===== src/core/pst_consts.vh =====
`ifndef PST_CONSTS_VH
`define PST_CONSTS_VH

`define PST_PC_W        13
`define PST_RESET_VEC   13'h0000
`define PST_ONE         13'h0001
`define PST_MASK_4K     13'h0fff
`define PST_MASK_8K     13'h1fff
`define PST_PAGE_HI     12
`define PST_PAGE_LO     8

`define PST_OP_W        4
`define PST_OP_NONE     4'h0
`define PST_OP_JUMP     4'h1
`define PST_OP_CALL     4'h2
`define PST_OP_RET      4'h3
`define PST_OP_INTERRUPT_RETURN_OP     4'h4
`define PST_OP_SKIP     4'h5
`define PST_OP_TRD      4'h6
`define PST_OP_TRDL     4'h7
`define PST_OP_LTRD     4'h8
`define PST_OP_LTRDL    4'h9

`define PST_STACK_DEPTH 4'h8
`define PST_SP_W        3

`define PST_PH_T1       2'h0
`define PST_PH_T2       2'h1
`define PST_PH_T4       2'h3

`define PST_ADDR_W      12
`define PST_OFF_PCL     12'h000
`define PST_OFF_TBLP    12'h004
`define PST_OFF_TABLE_POINTER_HIGH    12'h008
`define PST_OFF_TABLE_HIGH_RESULT    12'h00c
`define PST_OFF_STATUS  12'h010

`define PST_TABLE_HIGH_RESULT_MASK   8'hff
`define PST_STATUS_RST  8'h00

`endif


===== src/core/pst_phase.v =====
`default_nettype none
`include "pst_consts.vh"
module pst_phase (
	input  wire       pclk,
	input  wire       presetn,
	output wire [1:0] phase
);
	reg [1:0] phase_reg;

	// Four non-overlapping phases per instruction cycle; T1 follows reset.
	always @(posedge pclk or negedge presetn) begin
		if (!presetn) begin
			phase_reg <= `PST_PH_T1;
		end else begin
			phase_reg <= phase_reg + 2'h1;
		end
	end

	assign phase = phase_reg;
endmodule
`default_nettype wire


===== src/core/pst_stack.v =====
`default_nettype none
`include "pst_consts.vh"
module pst_stack (
	input  wire                 pclk,
	input  wire                 presetn,
	input  wire                 push,
	input  wire                 pop,
	input  wire [`PST_PC_W-1:0] push_data,
	output wire [`PST_PC_W-1:0] top_data,
	output wire                 full
);
	reg [`PST_PC_W-1:0] entry_reg [0:7];
	reg [`PST_SP_W-1:0] ptr_reg;
	reg [3:0]           count_reg;
	genvar              i;

	// The pointer wraps, so a push while full overwrites the oldest entry.
	generate
		for (i = 0; i < 8; i = i + 1) begin : g_entry
			always @(posedge pclk or negedge presetn) begin
				if (!presetn) begin
					entry_reg[i] <= `PST_RESET_VEC;
				end else if (push && ptr_reg == i) begin
					entry_reg[i] <= push_data;
				end
			end
		end
	endgenerate

	always @(posedge pclk or negedge presetn) begin
		if (!presetn) begin
			ptr_reg   <= {`PST_SP_W{1'b0}};
			count_reg <= 4'h0;
		end else if (push) begin
			ptr_reg <= ptr_reg + 3'h1;
			if (count_reg != `PST_STACK_DEPTH) begin
				count_reg <= count_reg + 4'h1;
			end
		end else if (pop) begin
			ptr_reg <= ptr_reg - 3'h1;
			if (count_reg != 4'h0) begin
				count_reg <= count_reg - 4'h1;
			end
		end
	end

	assign top_data = entry_reg[ptr_reg - 3'h1];
	assign full     = (count_reg == `PST_STACK_DEPTH);
endmodule
`default_nettype wire


===== src/core/pst_sequencer.v =====
`default_nettype none
`include "pst_consts.vh"
module pst_sequencer (
	input  wire                  pclk,
	input  wire                  presetn,
	input  wire                  psel,
	input  wire                  penable,
	input  wire                  pwrite,
	input  wire [31:0]           paddr,
	input  wire [31:0]           pwdata,
	output wire [31:0]           prdata,
	output wire                  pready,
	output wire                  pslverr,
	input  wire [`PST_OP_W-1:0]  op_kind,
	input  wire [`PST_PC_W-1:0]  op_target,
	input  wire [7:0]            op_dest,
	input  wire [2:0]            op_sector,
	input  wire [2:0]            cur_sector,
	input  wire                  int_req,
	input  wire [`PST_PC_W-1:0]  int_vector,
	input  wire                  alu_flag_we,
	input  wire [7:0]            alu_flags,
	input  wire                  mem_8k,
	input  wire [15:0]           prog_rdata,
	output wire [`PST_PC_W-1:0]  prog_addr,
	output wire                  prog_rd,
	output wire                  exec_valid,
	output wire                  int_ack,
	output wire                  dm_we,
	output wire [7:0]            dm_addr,
	output wire [2:0]            dm_sector,
	output wire [7:0]            dm_wdata,
	output wire [7:0]            status_flags
);
	localparam ST_EXEC  = 2'h0;
	localparam ST_DUMMY = 2'h1;
	localparam ST_TABLE = 2'h2;
	wire [1:0]            phase;
	wire [`PST_PC_W-1:0]  stack_top;
	wire                  stack_full;
	reg                   stack_push;
	reg                   stack_pop;
	reg  [`PST_PC_W-1:0]  stack_din;
	reg  [1:0]            state_reg;
	reg  [1:0]            state_next;
	reg  [`PST_PC_W-1:0]  pc_reg;
	reg  [`PST_PC_W-1:0]  pc_next;
	reg  [`PST_PC_W-1:0]  tbl_addr_reg;
	reg  [`PST_PC_W-1:0]  tbl_addr_next;
	reg  [7:0]            tbl_dest_reg;
	reg  [7:0]            tbl_dest_next;
	reg  [2:0]            tbl_sector_reg;
	reg  [2:0]            tbl_sector_next;
	reg  [`PST_PC_W-1:0]  prog_addr_reg;
	reg  [`PST_PC_W-1:0]  prog_addr_next;
	reg                   prog_rd_reg;
	reg                   prog_rd_next;
	reg                   exec_valid_reg;
	reg                   exec_valid_next;
	reg                   int_pend_reg;
	reg                   int_take;
	reg                   int_ack_reg;
	reg                   pcl_pend_reg;
	reg  [7:0]            pcl_val_reg;
	reg                   pcl_take;
	reg                   dm_we_reg;
	reg                   dm_we_next;
	reg  [7:0]            dm_addr_reg;
	reg  [2:0]            dm_sector_reg;
	reg  [7:0]            dm_wdata_reg;
	reg  [7:0]            tblp_reg;
	reg  [4:0]            table_pointer_high_reg;
	reg  [7:0]            table_high_result_reg;
	reg  [7:0]            status_reg;
	reg                   size_meta_reg;
	reg                   size_sync_reg;
	reg  [31:0]           prdata_reg;
	reg                   pready_reg;
	reg                   pslverr_reg;
	wire [`PST_PC_W-1:0]  pc_mask;
	wire                  t1;
	wire                  t2;
	wire                  t4;
	wire                  apb_setup;
	wire                  apb_wr;

	// Keeps every program address inside the selected variant's space.
	function [`PST_PC_W-1:0] wrap;
		input [`PST_PC_W-1:0] a;
		input [`PST_PC_W-1:0] m;
		begin
			wrap = a & m;
		end
	endfunction

	// Byte offsets of the register window; anything else is an error.
	function hit;
		input [31:0] a;
		begin
			hit = (a[`PST_ADDR_W-1:0] == `PST_OFF_PCL) ||
				(a[`PST_ADDR_W-1:0] == `PST_OFF_TBLP) ||
				(a[`PST_ADDR_W-1:0] == `PST_OFF_TABLE_POINTER_HIGH) ||
				(a[`PST_ADDR_W-1:0] == `PST_OFF_TABLE_HIGH_RESULT) ||
				(a[`PST_ADDR_W-1:0] == `PST_OFF_STATUS);
			hit = hit && (a[31:`PST_ADDR_W] == 20'h00000);
		end
	endfunction

	pst_phase u_phase (
		.pclk    (pclk),
		.presetn (presetn),
		.phase   (phase)
	);

	pst_stack u_stack (
		.pclk      (pclk),
		.presetn   (presetn),
		.push      (stack_push),
		.pop       (stack_pop),
		.push_data (stack_din),
		.top_data  (stack_top),
		.full      (stack_full)
	);

	assign t1        = (phase == `PST_PH_T1);
	assign t2        = (phase == `PST_PH_T2);
	assign t4        = (phase == `PST_PH_T4);
	assign pc_mask   = size_sync_reg ? `PST_MASK_8K : `PST_MASK_4K;
	assign apb_setup = psel && !penable;
	assign apb_wr    = psel && penable && pwrite && pready_reg;

	// The size strap is a pin, so it is synchronised before use.
	always @(posedge pclk or negedge presetn) begin
		if (!presetn) begin
			size_meta_reg <= 1'b0;
			size_sync_reg <= 1'b0;
		end else begin
			size_meta_reg <= mem_8k;
			size_sync_reg <= size_meta_reg;
		end
	end

	always @* begin
		state_next      = state_reg;
		pc_next         = pc_reg;
		tbl_addr_next   = tbl_addr_reg;
		tbl_dest_next   = tbl_dest_reg;
		tbl_sector_next = tbl_sector_reg;
		prog_addr_next  = prog_addr_reg;
		prog_rd_next    = 1'b0;
		exec_valid_next = exec_valid_reg;
		dm_we_next      = 1'b0;
		stack_push      = 1'b0;
		stack_pop       = 1'b0;
		stack_din       = pc_reg;
		int_take        = 1'b0;
		pcl_take        = 1'b0;
		// A table cycle holds the counter so the prefetched word is kept.
		if (t1 && state_reg != ST_TABLE) begin
			prog_addr_next = pc_reg;
			prog_rd_next   = 1'b1;
			pc_next        = wrap(pc_reg + `PST_ONE, pc_mask);
		end
		if (t1) begin
			exec_valid_next = (state_reg == ST_EXEC);
		end
		if (t2 && state_reg == ST_TABLE) begin
			prog_addr_next = tbl_addr_reg;
			prog_rd_next   = 1'b1;
		end
		if (t4) begin
			case (state_reg)
				ST_EXEC: begin
					case (op_kind)
						`PST_OP_JUMP: begin
							pc_next    = wrap(op_target, pc_mask);
							state_next = ST_DUMMY;
						end
						`PST_OP_CALL: begin
							stack_push = 1'b1;
							pc_next    = wrap(op_target, pc_mask);
							state_next = ST_DUMMY;
						end
						`PST_OP_RET, `PST_OP_INTERRUPT_RETURN_OP: begin
							stack_pop  = 1'b1;
							pc_next    = wrap(stack_top, pc_mask);
							state_next = ST_DUMMY;
						end
						`PST_OP_SKIP: begin
							state_next = ST_DUMMY;
						end
						`PST_OP_TRD, `PST_OP_LTRD: begin
							tbl_addr_next = wrap({pc_reg[`PST_PAGE_HI:`PST_PAGE_LO],
								tblp_reg}, pc_mask);
							state_next = ST_TABLE;
						end
						`PST_OP_TRDL, `PST_OP_LTRDL: begin
							tbl_addr_next = wrap({table_pointer_high_reg, tblp_reg}, pc_mask);
							state_next = ST_TABLE;
						end
						default: begin
							if (pcl_pend_reg) begin
								pcl_take   = 1'b1;
								pc_next    = {pc_reg[`PST_PAGE_HI:`PST_PAGE_LO],
									pcl_val_reg};
								state_next = ST_DUMMY;
							end else if (int_pend_reg && !stack_full) begin
								int_take   = 1'b1;
								stack_push = 1'b1;
								stack_din  = wrap(pc_reg - `PST_ONE, pc_mask);
								pc_next    = wrap(int_vector, pc_mask);
								state_next = ST_DUMMY;
							end
						end
					endcase
					tbl_dest_next   = op_dest;
					tbl_sector_next = (op_kind == `PST_OP_LTRD ||
						op_kind == `PST_OP_LTRDL) ? op_sector : cur_sector;
				end
				ST_TABLE: begin
					dm_we_next = 1'b1;
					state_next = ST_EXEC;
				end
				default: begin
					state_next = ST_EXEC;
				end
			endcase
		end
	end

	always @(posedge pclk or negedge presetn) begin
		if (!presetn) begin
			state_reg      <= ST_EXEC;
			pc_reg         <= `PST_RESET_VEC;
			prog_addr_reg  <= `PST_RESET_VEC;
			prog_rd_reg    <= 1'b0;
			exec_valid_reg <= 1'b0;
			tbl_addr_reg   <= `PST_RESET_VEC;
			tbl_dest_reg   <= 8'h00;
			tbl_sector_reg <= 3'h0;
			int_ack_reg    <= 1'b0;
			dm_we_reg      <= 1'b0;
		end else begin
			state_reg      <= state_next;
			pc_reg         <= pc_next;
			prog_addr_reg  <= prog_addr_next;
			prog_rd_reg    <= prog_rd_next;
			exec_valid_reg <= exec_valid_next;
			tbl_addr_reg   <= tbl_addr_next;
			tbl_dest_reg   <= tbl_dest_next;
			tbl_sector_reg <= tbl_sector_next;
			int_ack_reg    <= int_take;
			dm_we_reg      <= dm_we_next;
		end
	end

	// A request arriving as the pending one is taken stays pending.
	always @(posedge pclk or negedge presetn) begin
		if (!presetn) begin
			int_pend_reg <= 1'b0;
			pcl_pend_reg <= 1'b0;
			pcl_val_reg  <= 8'h00;
		end else begin
			int_pend_reg <= int_req || (int_pend_reg && !int_take);
			if (apb_wr && paddr[`PST_ADDR_W-1:0] == `PST_OFF_PCL && hit(paddr)) begin
				pcl_pend_reg <= 1'b1;
				pcl_val_reg  <= pwdata[7:0];
			end else if (pcl_take) begin
				pcl_pend_reg <= 1'b0;
			end
		end
	end

	// Table result and data write; only a table read changes the high result.
	always @(posedge pclk or negedge presetn) begin
		if (!presetn) begin
			table_high_result_reg      <= 8'h00;
			dm_addr_reg   <= 8'h00;
			dm_sector_reg <= 3'h0;
			dm_wdata_reg  <= 8'h00;
		end else if (dm_we_next) begin
			table_high_result_reg      <= prog_rdata[15:8] & `PST_TABLE_HIGH_RESULT_MASK;
			dm_addr_reg   <= tbl_dest_reg;
			dm_sector_reg <= tbl_sector_reg;
			dm_wdata_reg  <= prog_rdata[7:0];
		end
	end

	always @(posedge pclk or negedge presetn) begin
		if (!presetn) begin
			tblp_reg   <= 8'h00;
			table_pointer_high_reg   <= 5'h00;
			status_reg <= `PST_STATUS_RST;
		end else begin
			if (alu_flag_we) begin
				status_reg <= alu_flags;
			end
			if (apb_wr && paddr[`PST_ADDR_W-1:0] == `PST_OFF_TBLP && hit(paddr)) begin
				tblp_reg <= pwdata[7:0];
			end
			if (apb_wr && paddr[`PST_ADDR_W-1:0] == `PST_OFF_TABLE_POINTER_HIGH && hit(paddr)) begin
				table_pointer_high_reg <= pwdata[4:0];
			end
		end
	end

	// One wait-free access cycle: data is prepared during setup.
	always @(posedge pclk or negedge presetn) begin
		if (!presetn) begin
			pready_reg  <= 1'b0;
			pslverr_reg <= 1'b0;
			prdata_reg  <= 32'h00000000;
		end else begin
			pready_reg  <= apb_setup;
			pslverr_reg <= apb_setup && !hit(paddr);
			if (apb_setup && !pwrite) begin
				case (paddr[`PST_ADDR_W-1:0])
					`PST_OFF_PCL:    prdata_reg <= {24'h000000, pc_reg[7:0]};
					`PST_OFF_TBLP:   prdata_reg <= {24'h000000, tblp_reg};
					`PST_OFF_TABLE_POINTER_HIGH:   prdata_reg <= {27'h0000000, table_pointer_high_reg};
					`PST_OFF_TABLE_HIGH_RESULT:   prdata_reg <= {24'h000000, table_high_result_reg};
					`PST_OFF_STATUS: prdata_reg <= {24'h000000, status_reg};
					default:         prdata_reg <= 32'h00000000;
				endcase
				if (!hit(paddr)) begin
					prdata_reg <= 32'h00000000;
				end
			end
		end
	end

	assign prdata       = prdata_reg;
	assign pready       = pready_reg;
	assign pslverr      = pslverr_reg;
	assign prog_addr    = prog_addr_reg;
	assign prog_rd      = prog_rd_reg;
	assign exec_valid   = exec_valid_reg;
	assign int_ack      = int_ack_reg;
	assign dm_we        = dm_we_reg;
	assign dm_addr      = dm_addr_reg;
	assign dm_sector    = dm_sector_reg;
	assign dm_wdata     = dm_wdata_reg;
	assign status_flags = status_reg;
endmodule
`default_nettype wire


===== config.mk =====
export PLATFORM = sky130hd
export DESIGN_NAME = pst_sequencer
export DESIGN_NICKNAME = d
export VERILOG_FILES = /design/src/core/pst_phase.v /design/src/core/pst_stack.v /design/src/core/pst_sequencer.v
export VERILOG_INCLUDE_DIRS = /design/src /design/src/core
export SDC_FILE = /design/constraint.sdc
export NUM_CORES = 1
export LEC_CHECK = 0
export BUFFER_PORTS_ARGS = -buffer_cell sky130_fd_sc_hd__buf_2
export CORE_UTILIZATION = 56
export CTS_CLUSTER_SIZE = 20
export DETAILED_ROUTE_END_ITERATION = 12
export PLACE_DENSITY = 0.86
export SKIP_LAST_GASP = 1
export SYNTH_ARGS = -nofsm -noshare
export SYNTH_HDL_FRONTEND = slang
export SYNTH_HIERARCHICAL = 1
export SYNTH_SLANG_ARGS = --single-unit

===== constraint.sdc =====
create_clock -name pclk -period 3.5 [get_ports pclk]
set_clock_uncertainty 0.1 [all_clocks]
set_input_delay 0.525 -clock pclk [delete_from_list [all_inputs] [get_ports pclk]]
set_output_delay 0.525 -clock pclk [all_outputs]
set_load 0.01 [all_outputs]

==> results of run 1 <==
area by class of cell:
type                       count  share of cell area [%]
sequential                   239                    42.6
multi-input combinational    668                    40.7
timing repair buffer         204                    8.25
clock buffer                  36                    5.25
tap                          275                    2.45
inverter                      14                   0.374
clock inverter                 7                   0.321
antenna                        4                  0.0713
worst max-delay path, stage by stage (launching register included):
cell and delay [ns]:
dfrtp_1 0.41, inv_1 0.10, ha_1 0.66, mux4_1 0.41
mux2_2 0.31, mux2_2 0.27, a211oi_1 0.37, o2bb2ai_1 0.16
o32ai_1 0.28, a21oi_1 0.06
cell families after synthesis:
| family | Yosys count | share of synthesized area (%) |
|---|---|---|
| other cells | 1 | 0.0309 |
| simple gates | 229 | 9.56 |
| buf+inv | 100 | 4.41 |
| mux | 247 | 26.1 |
| compound gates | 129 | 7.40 |
| fa+ha+maj | 12 | 1.30 |
| xor+xnor | 27 | 1.95 |
| flops | 239 | 49.3 |
Yosys cell counts, types with 9 or more instances:
| cell | count | area (um^2) |
|---|---|---|
| nand3_1 | 19 | 95.1 |
| dfrtp_1 | 239 | 5980 |
| mux2_2 | 183 | 2060 |
| nor4_1 | 13 | 81.3 |
| buf_4 | 24 | 180 |
| xnor2_1 | 9 | 78.8 |
| a22oi_1 | 18 | 135 |
| a21oi_1 | 28 | 140 |
| mux4_1 | 24 | 631 |
| ha_1 | 11 | 138 |
| o21ai_0 | 19 | 95.1 |
| nor2_1 | 30 | 113 |
| nor3_1 | 9 | 45.0 |
| inv_1 | 13 | 48.8 |
| nand2b_1 | 10 | 62.6 |
| clkbuf_1 | 33 | 124 |
| mux2i_1 | 29 | 290 |
| nand2_1 | 97 | 364 |
| xor2_1 | 18 | 158 |
| buf_2 | 17 | 85.1 |
metal layers:
layer / up-vias / share of wire (%) / wire length [um]
met2: 442 / 49 / 15300
met1: 4469 / 39 / 12200
met3: 124 / 6.8 / 2120
li1: 3896 / - / -
met4: 0 / 4.9 / 1520
met5: - / 0 / 0
per-stage QoR:
stage | power, uW | utilization (%) | setup slack, ns | instances
global route | 10300 | 66.4 | 0.0769 | 1447
detailed placement | 7270 | 62.6 | 0.269 | 1399
CTS | 9860 | 66.3 | 0.255 | 1443
floorplan | 6170 | - | 0.282 | 1007
finish | 9860 | 66.4 | 0.242 | 1447
global placement | 7080 | 62.6 | 0.331 | 1399
power by group through the flow:
stage | Clock (uW) | Combinational, uW | Sequential, uW
final | 2520 | 3120 | 4210
after global routing | 2670 | 3340 | 4290
after CTS | 2560 | 3110 | 4190
after detailed placement | 0 | 3060 | 4210
after global placement | 0 | 2920 | 4160
after floorplan | 0 | 2140 | 4030
what timing repair did:
item,4_1_cts,5_1_grt
buffers inserted,0,0
endpoints found under the setup margin,0,0
hold endpoints to repair,42,0
hold buffers,1,0
path summary, 6_finish.rpt:
check,slack (ns),cells after the start,start,to
setup reg to reg,0.24,9,u_stack/ptr_reg[1]$_DFFE_PN0P_,pc_reg[11]$_DFFE_PN0P_
max in group asynchronous,1.95,3,presetn,pc_reg[3]$_DFF_PN0_
setup / recovery,0.24,9,u_stack/ptr_reg[1]$_DFFE_PN0P_,pc_reg[11]$_DFFE_PN0P_
hold / removal,0.03,1,mem_8k,size_meta_reg$_DFF_PN0_
hold reg to reg,0.25,0,size_meta_reg$_DFF_PN0_,size_sync_reg$_DFF_PN0_
min in group asynchronous,0.54,2,presetn,u_stack/entry_reg[13]$_DFFE_PN0P_
==> out/qor.csv, run 1 <==
metric,value,unit
dp_hpwl,21.0,mm
cts_buffers,25,
grt_busiest_layer,met2,
p_int,6590,uW
start_util,57.4,%
maxSlewViolCount,0,
hold_class,in2reg,
area_growth,15.6,%
postSynth.asyncResetShare,100,%
top_level_ports,218,
final-hold-violation-count,0,
maxCapViolations,0,
worst_pin_slew,1.04,ns
fin_nets,1304,
cts_sinks,239,
max_clock_freq,307,MHz
fp.dieH,149,um
cp-end-kind,register,
ys_seq_area_share,49.3,%
tns,0,ns
cts.clk_slew.worst_paths,0.06,ns
timing.slew.headroom,30.1,%
gp_congestion,0.957,
cts_tree,done,
min_period_over_period,93.1,%
layout_commonest_cell,dfrtp_1,
clock_power_share,25.6,%
layout_common_cells,"dfrtp_1 (239), mux2_2 (183), buf_2 (168)",
drc,0,
synth-edff-count,0,
row_count,53,
p_comb_share,31.7,%
drive_gt1_share,38.7,%
cts_buffer_depth,3,
vias_per_cell,6.17,
setup_viol,0,
worst_hold_slack,0.0267,ns
clk_latency,0.52,ns
coreArea,21200,um^2
grt_start_max_net_pins,96,
grt_use_met3,3.43,%
track_usage,28.1,%
post-route-min-period,3.26,ns
crit_type,reg2reg,
synthCells,984,
regArea,5980,um^2
grt_pass1_wl,47.9,mm
htree_num_levels,1,
largest_reg_flops,104,
final.fill_count,1553,
overflow,0,
synth_cell_type_count,75,
multi_input_area,5710,um^2
avgSynthCellArea,12.3,um^2
portBuffers,169,
dieArea,22300,um^2
netlist_area,12100,um^2
critPathLaunchType,register,
wl,31.2,mm
wl_per_cell,21.6,um
antenna_found_initial,4,
drt_pre_antenna_iters,6,
p_leak,0.00696,uW
ys.flop_type,dfrtp_1,
drt_first_iter_violations,773,
grt_pass1_vias,8785,
yosysWarnings,6,
synth-seq-cells,239,
worstPathMaxFanout,12,
met1_usage,37.2,%
die_w,149,um
critPathArrivalTime,3.56,ns
rsz0062_at_grt,no,
use_met2,45.9,%
vias,8931,
ir_drop,0.000426,V
power_per_cell_area,702,nW/um^2
p_sw,3270,uW
cts_resized,0,
critPathRequiredTime,3.80,ns
clockRootBuffer,clkbuf_16,
seq_power_share,42.7,%
ant_nets,0,
swShare,33.1,%
fin_area,14000,um^2
dpl-instance-area,13200,um^2
status,completed,
No activity file was read; power rests on OpenSTA's default activity.
==> inputs of run 2 (changes only) <==
--- a/config.mk
+++ b/config.mk
@@ -7,10 +7,10 @@
 export NUM_CORES = 1
 export LEC_CHECK = 0
 export BUFFER_PORTS_ARGS = -buffer_cell sky130_fd_sc_hd__buf_2
-export CORE_UTILIZATION = 56
+export CORE_UTILIZATION = 40
 export CTS_CLUSTER_SIZE = 20
 export DETAILED_ROUTE_END_ITERATION = 12
-export PLACE_DENSITY = 0.86
+export PLACE_DENSITY = 0.66
 export SKIP_LAST_GASP = 1
 export SYNTH_ARGS = -nofsm -noshare
 export SYNTH_HDL_FRONTEND = slang
==> out/qor.csv, run 2 (synthesis gave the netlist of run 1 again) <==
metric,value,unit
cts_sinks,239,
area_growth,17.8,%
holdBufCountCts,2,
min_period_over_period,89.8,%
grt_pass1_vias,8499,
antenna_found_initial,0,
drc,0,
critPathArrivalTime,3.45,ns
ant_nets,0,
top_level_ports,218,
start_util,40.9,%
worstPathMaxFanout,9,
post_cts_buffers,0,
p_leak,0.00703,uW
row_count,63,
final-instance-count-excl-fill,1570,
vias,8547,
cpLargestDelayFamily,multiplexers,
wl_per_cell,19.7,um
hold_class,in2reg,
rsz0062_at_grt,no,
die_w,176,um
portBuffers,169,
crit_type,reg2reg,
grt_busiest_layer,met2,
clk_latency,0.53,ns
setup_viol,0,
critPathRequiredTime,3.81,ns
htree_num_levels,1,
maxCapViolations,0,
overflow,0,
cp_slowest_cell,ha_1,
ir_drop,0.000414,V
cts_tree,done,
final-hold-violation-count,0,
timing.slew.headroom,38.1,%
fin_nets,1313,
layout_common_cells,"dfrtp_1 (239), mux2_2 (183), buf_2 (168)",
cts_resized,0,
cp_slowest_stage_delay,0.60,ns
gp_congestion,0.890,
fp.dieH,176,um
path_common_cell,mux2_2,
track_usage,19.8,%
status,completed,
grt_use_met3,2.86,%
cts.clk_slew.worst_paths,0.06,ns
grt_start_max_net_pins,90,
power_per_cell_area,695,nW/um^2
dp_hpwl,22.1,mm
cts_buffer_depth,3,
layout_commonest_cell,dfrtp_1,
maxSlewViolCount,0,
cts_buffers,27,
met1_usage,26.0,%
use_met2,33.8,%
placed_cells,1520,
clockRootBuffer,clkbuf_16,
largest_reg_flops,104,
critPathLaunchType,register,
path_cells,inv_1 -> ha_1 -> mux4_1 -> mux2_2 -> mux2_2 -> a211oi_1 -> o2bb2ai_1 -> o32ai_1 -> a21oi_1,
cp-end-kind,register,
coreArea,29700,um^2
post-route-min-period,3.14,ns
wl,30.9,mm
drt_first_iter_violations,601,
critPathBufInv,1,
drive_gt1_share,39.1,%
n_antenna_cell,0,
tns,0,ns
max_clock_freq,318,MHz
drt_pre_antenna_iters,5,
dieArea,31100,um^2
worst_pin_slew,0.920,ns
grt_pass1_wl,47.4,mm
vias_per_cell,5.44,
## run 2: cell types whose count changed in the layout (fill, tap and decap cells not counted), moves of 2 or more
cell	before	now
diode_2	4	0
clkbuf_16	25	27
clkbuf_8	7	9
buf_4	31	37
clkbuf_1	4	6
## run 2: tightest hold or removal path: cells and delay by family
kind          cells  cell delay [ns]
buf+inv           1             0.07
simple gates      2             0.09
## run 2: layout make-up
class                           count  area (um^2)
Multi-Input combinational cell    668         5710
Fill cell                        2712        15400
Clock inverter                      6         38.8
Timing Repair Buffer              211         1210
Clock buffer                       42          822
Sequential cell                   239         5980
Inverter                           14         52.6
Tap cell                          390          488
## run 2: per-stage QoR
step,hold WS [ns],util [%],setup slack (ns),power [uW],cell area (um^2)
floorplan,0.129,-,0.282,6170,12200
detailed placement,0.240,45.2,0.290,7270,13400
global route,0.0765,48.1,0.200,10500,14300
CTS,0.0603,48.1,0.377,10000,14300
finish,0.0855,48.1,0.356,9940,14300
global placement,0.239,45.2,0.275,7150,13400
## run 2: layer usage
layer  vias up  part of all wire [%]
li1       3916                     -
met1      4300                    43
met2       278                    49
met3        53                   5.4
met4         0                   2.8
met5         -                     0
## run 2: power breakdown
group	internal (uW)	switching (uW)
sequential	3570	605
clock	1600	1110
combinational	1580	1480
total	6750	3190
## run 2: path summary, 6_finish.rpt
path | start | to | slack [ns] | cells past startpoint
min reg2reg | size_meta_reg$_DFF_PN0_ | size_sync_reg$_DFF_PN0_ | 0.25 | 0
max reg2reg | u_stack/ptr_reg[1]$_DFFE_PN0P_ | pc_reg[11]$_DFFE_PN0P_ | 0.36 | 9
min | op_dest[6] | tbl_dest_reg[6]$_DFFE_PN0P_ | 0.09 | 3
max in group asynchronous | presetn | dm_wdata[7]$_DFFE_PN0P_ | 1.85 | 3
max | u_stack/ptr_reg[1]$_DFFE_PN0P_ | pc_reg[11]$_DFFE_PN0P_ | 0.36 | 9
min in group asynchronous | presetn | prog_addr[1]$_DFFE_PN0P_ | 0.48 | 2
==> inputs of run 3 (changes only) <==
==> constraint.sdc (replaced) <==
create_clock -name pclk -period 3.2 [get_ports pclk]
set_clock_uncertainty 0.1 [all_clocks]
set_input_delay 0.48 -clock pclk [delete_from_list [all_inputs] [get_ports pclk]]
set_output_delay 0.48 -clock pclk [all_outputs]
set_load 0.01 [all_outputs]
==> out/qor.csv, run 3 (synthesis gave the netlist of run 1 again) <==
metric,value,unit
area_growth,19.4,%
max_clock_freq,335,MHz
post-route-min-period,2.99,ns
vias,8537,
overflow,0,
clock_power_share,29.9,%
fp.dieH,176,um
die_w,176,um
clockRootBuffer,clkbuf_16,
post_cts_buffers,0,
swShare,30.8,%
grt_pass1_wl,48.5,mm
p_sw,3500,uW
path_common_cell,buf_4,
power_per_cell_area,783,nW/um^2
final-instance-count-excl-fill,1577,
drc,0,
p_comb_share,30.2,%
final.fill_count,2668,
layout_common_cells,"dfrtp_1 (239), mux2_2 (183), buf_2 (168)",
dp_hpwl,22.5,mm
wl,31.2,mm
crit_type,reg2reg,
cp_slowest_stage_delay,0.51,ns
rsz0062_at_grt,no,
portBuffers,169,
p_leak,0.00712,uW
wl_per_cell,19.8,um
htree_num_levels,1,
maxCapViolations,0,
worstPathMaxFanout,11,
min_period_over_period,93.4,%
status,completed,
final_util,48.8,%
placed_cells,1525,
grt_start_max_net_pins,81,
vias_per_cell,5.41,
timing.slew.headroom,25.9,%
largest_reg_flops,104,
drive_gt1_share,39.4,%
setup_viol,0,
row_count,63,
tns,0,ns
fin_nets,1318,
worst_slack,0.210,ns
seq_power_share,39.9,%
cts.clk_slew.worst_paths,0.06,ns
cts_sinks,239,
critPathBufInv,3,
worst_pin_slew,1.11,ns
clk_latency,0.53,ns
p_int,7860,uW
track_usage,20.2,%
grt_pass1_vias,8632,
cts_tree,done,
finalPower,11400,uW
layout_commonest_cell,dfrtp_1,
drt_first_iter_violations,584,
r2r_start,u_stack/ptr_reg[0]$_DFFE_PN0P_,
critPathLaunchType,register,
drt_pre_antenna_iters,5,
path_cells,inv_1 -> ha_2 -> buf_4 -> buf_4 -> mux4_1 -> mux2_2 -> mux2i_1 -> o2bb2ai_1 -> a31oi_1 -> o32a_1 -> o21ai_0,
start_util,40.9,%
final-hold-violation-count,0,
critPathRequiredTime,3.49,ns
cts_buffer_depth,3,
cp-startpoint,u_stack/ptr_reg[0]$_DFFE_PN0P_,
cp-end-kind,register,
ant_nets,0,
top_level_ports,218,
ir_drop,0.000457,V
coreArea,29700,um^2
dpl_worst_slack,0.0773,ns
maxSlewViolCount,0,
gp_congestion,0.904,
critPathArrivalTime,3.28,ns
cts_buffers,27,
dieArea,31100,um^2
cp_slowest_cell,ha_2,
antenna_found_initial,4,
cpLargestDelayFamily,multiplexers,
hold_class,in2reg,
min_from,op_dest[4],
[run 3: changes by cell type in the layout (fill, tap and decap cells not counted), sizes merged]
cell | before | now
clkbuf | 42 | 39
buf | 209 | 214
diode | 0 | 3
bufinv | 0 | 6
clkinvlp | 2 | 0
clkinv | 5 | 3
[run 3: worst reg2reg max path, stage by stage, from the launching register on]
cell       delay (ns)
dfrtp_1          0.38
inv_1            0.10
ha_2             0.51
buf_4            0.26
buf_4            0.16
mux4_1           0.26
mux2_2           0.30
mux2i_1          0.14
o2bb2ai_1        0.08
a31oi_1          0.29
o32a_1           0.19
o21ai_0          0.07
[run 3: repair_timing]
item	in CTS	in global routing
hold endpoints to repair	77	0
gates resized for setup	0	1
hold buffers	2	0
setup endpoints to repair	0	4
[run 3: layer usage]
layer | up-vias | routed length [um] | GRT usage [%]
li1 | 3924 | - | -
met1 | 4277 | 13500 | 26.2
met2 | 270 | 15200 | 34.5
met3 | 64 | 1580 | 2.91
met4 | 2 | 974 | 6.99
met5 | - | 13 | 0
[run 3: final timing paths]
kind,end,slack [ns],cells after the start
max,pc_reg[6]$_DFF_PN0_,0.21,11
min,tbl_dest_reg[4]$_DFFE_PN0P_,0.03,3
max reg2reg,pc_reg[6]$_DFF_PN0_,0.21,11
min reg2reg,size_sync_reg$_DFF_PN0_,0.25,0
max in group asynchronous,u_stack/entry_reg[2]$_DFFE_PN0P_,1.73,3
min in group asynchronous,prog_rd$_DFF_PN0_,0.40,2
[run 3: cell type report]
type / instances / area, um^2 / share of cell area, %
Antenna cell: 3 / 7.51 / 0.0518
Tap cell: 390 / 488 / 3.36
Clock inverter: 8 / 190 / 1.31
Sequential cell: 239 / 5980 / 41.2
Timing Repair Buffer: 216 / 1280 / 8.80
Multi-Input combinational cell: 668 / 5720 / 39.4
Clock buffer: 39 / 791 / 5.45
Inverter: 14 / 52.6 / 0.362
[run 3: per-stage QoR]
step / cell area (um^2) / hold slack, ns
detailed placement: 13500 / 0.237
global placement: 13500 / 0.237
floorplan: 12200 / 0.0844
global route: 14500 / 0.0344
finish: 14500 / 0.0349
CTS: 14500 / 0.0180
[run 3: power groups by stage]
stage	sequential (uW)	clock (uW)	combinational, uW
after floorplan	4410	0	2340
after global placement	4520	0	3340
after detailed placement	4570	0	3430
after CTS	4520	3470	3460
after global routing	4650	3580	3740
final	4530	3390	3440
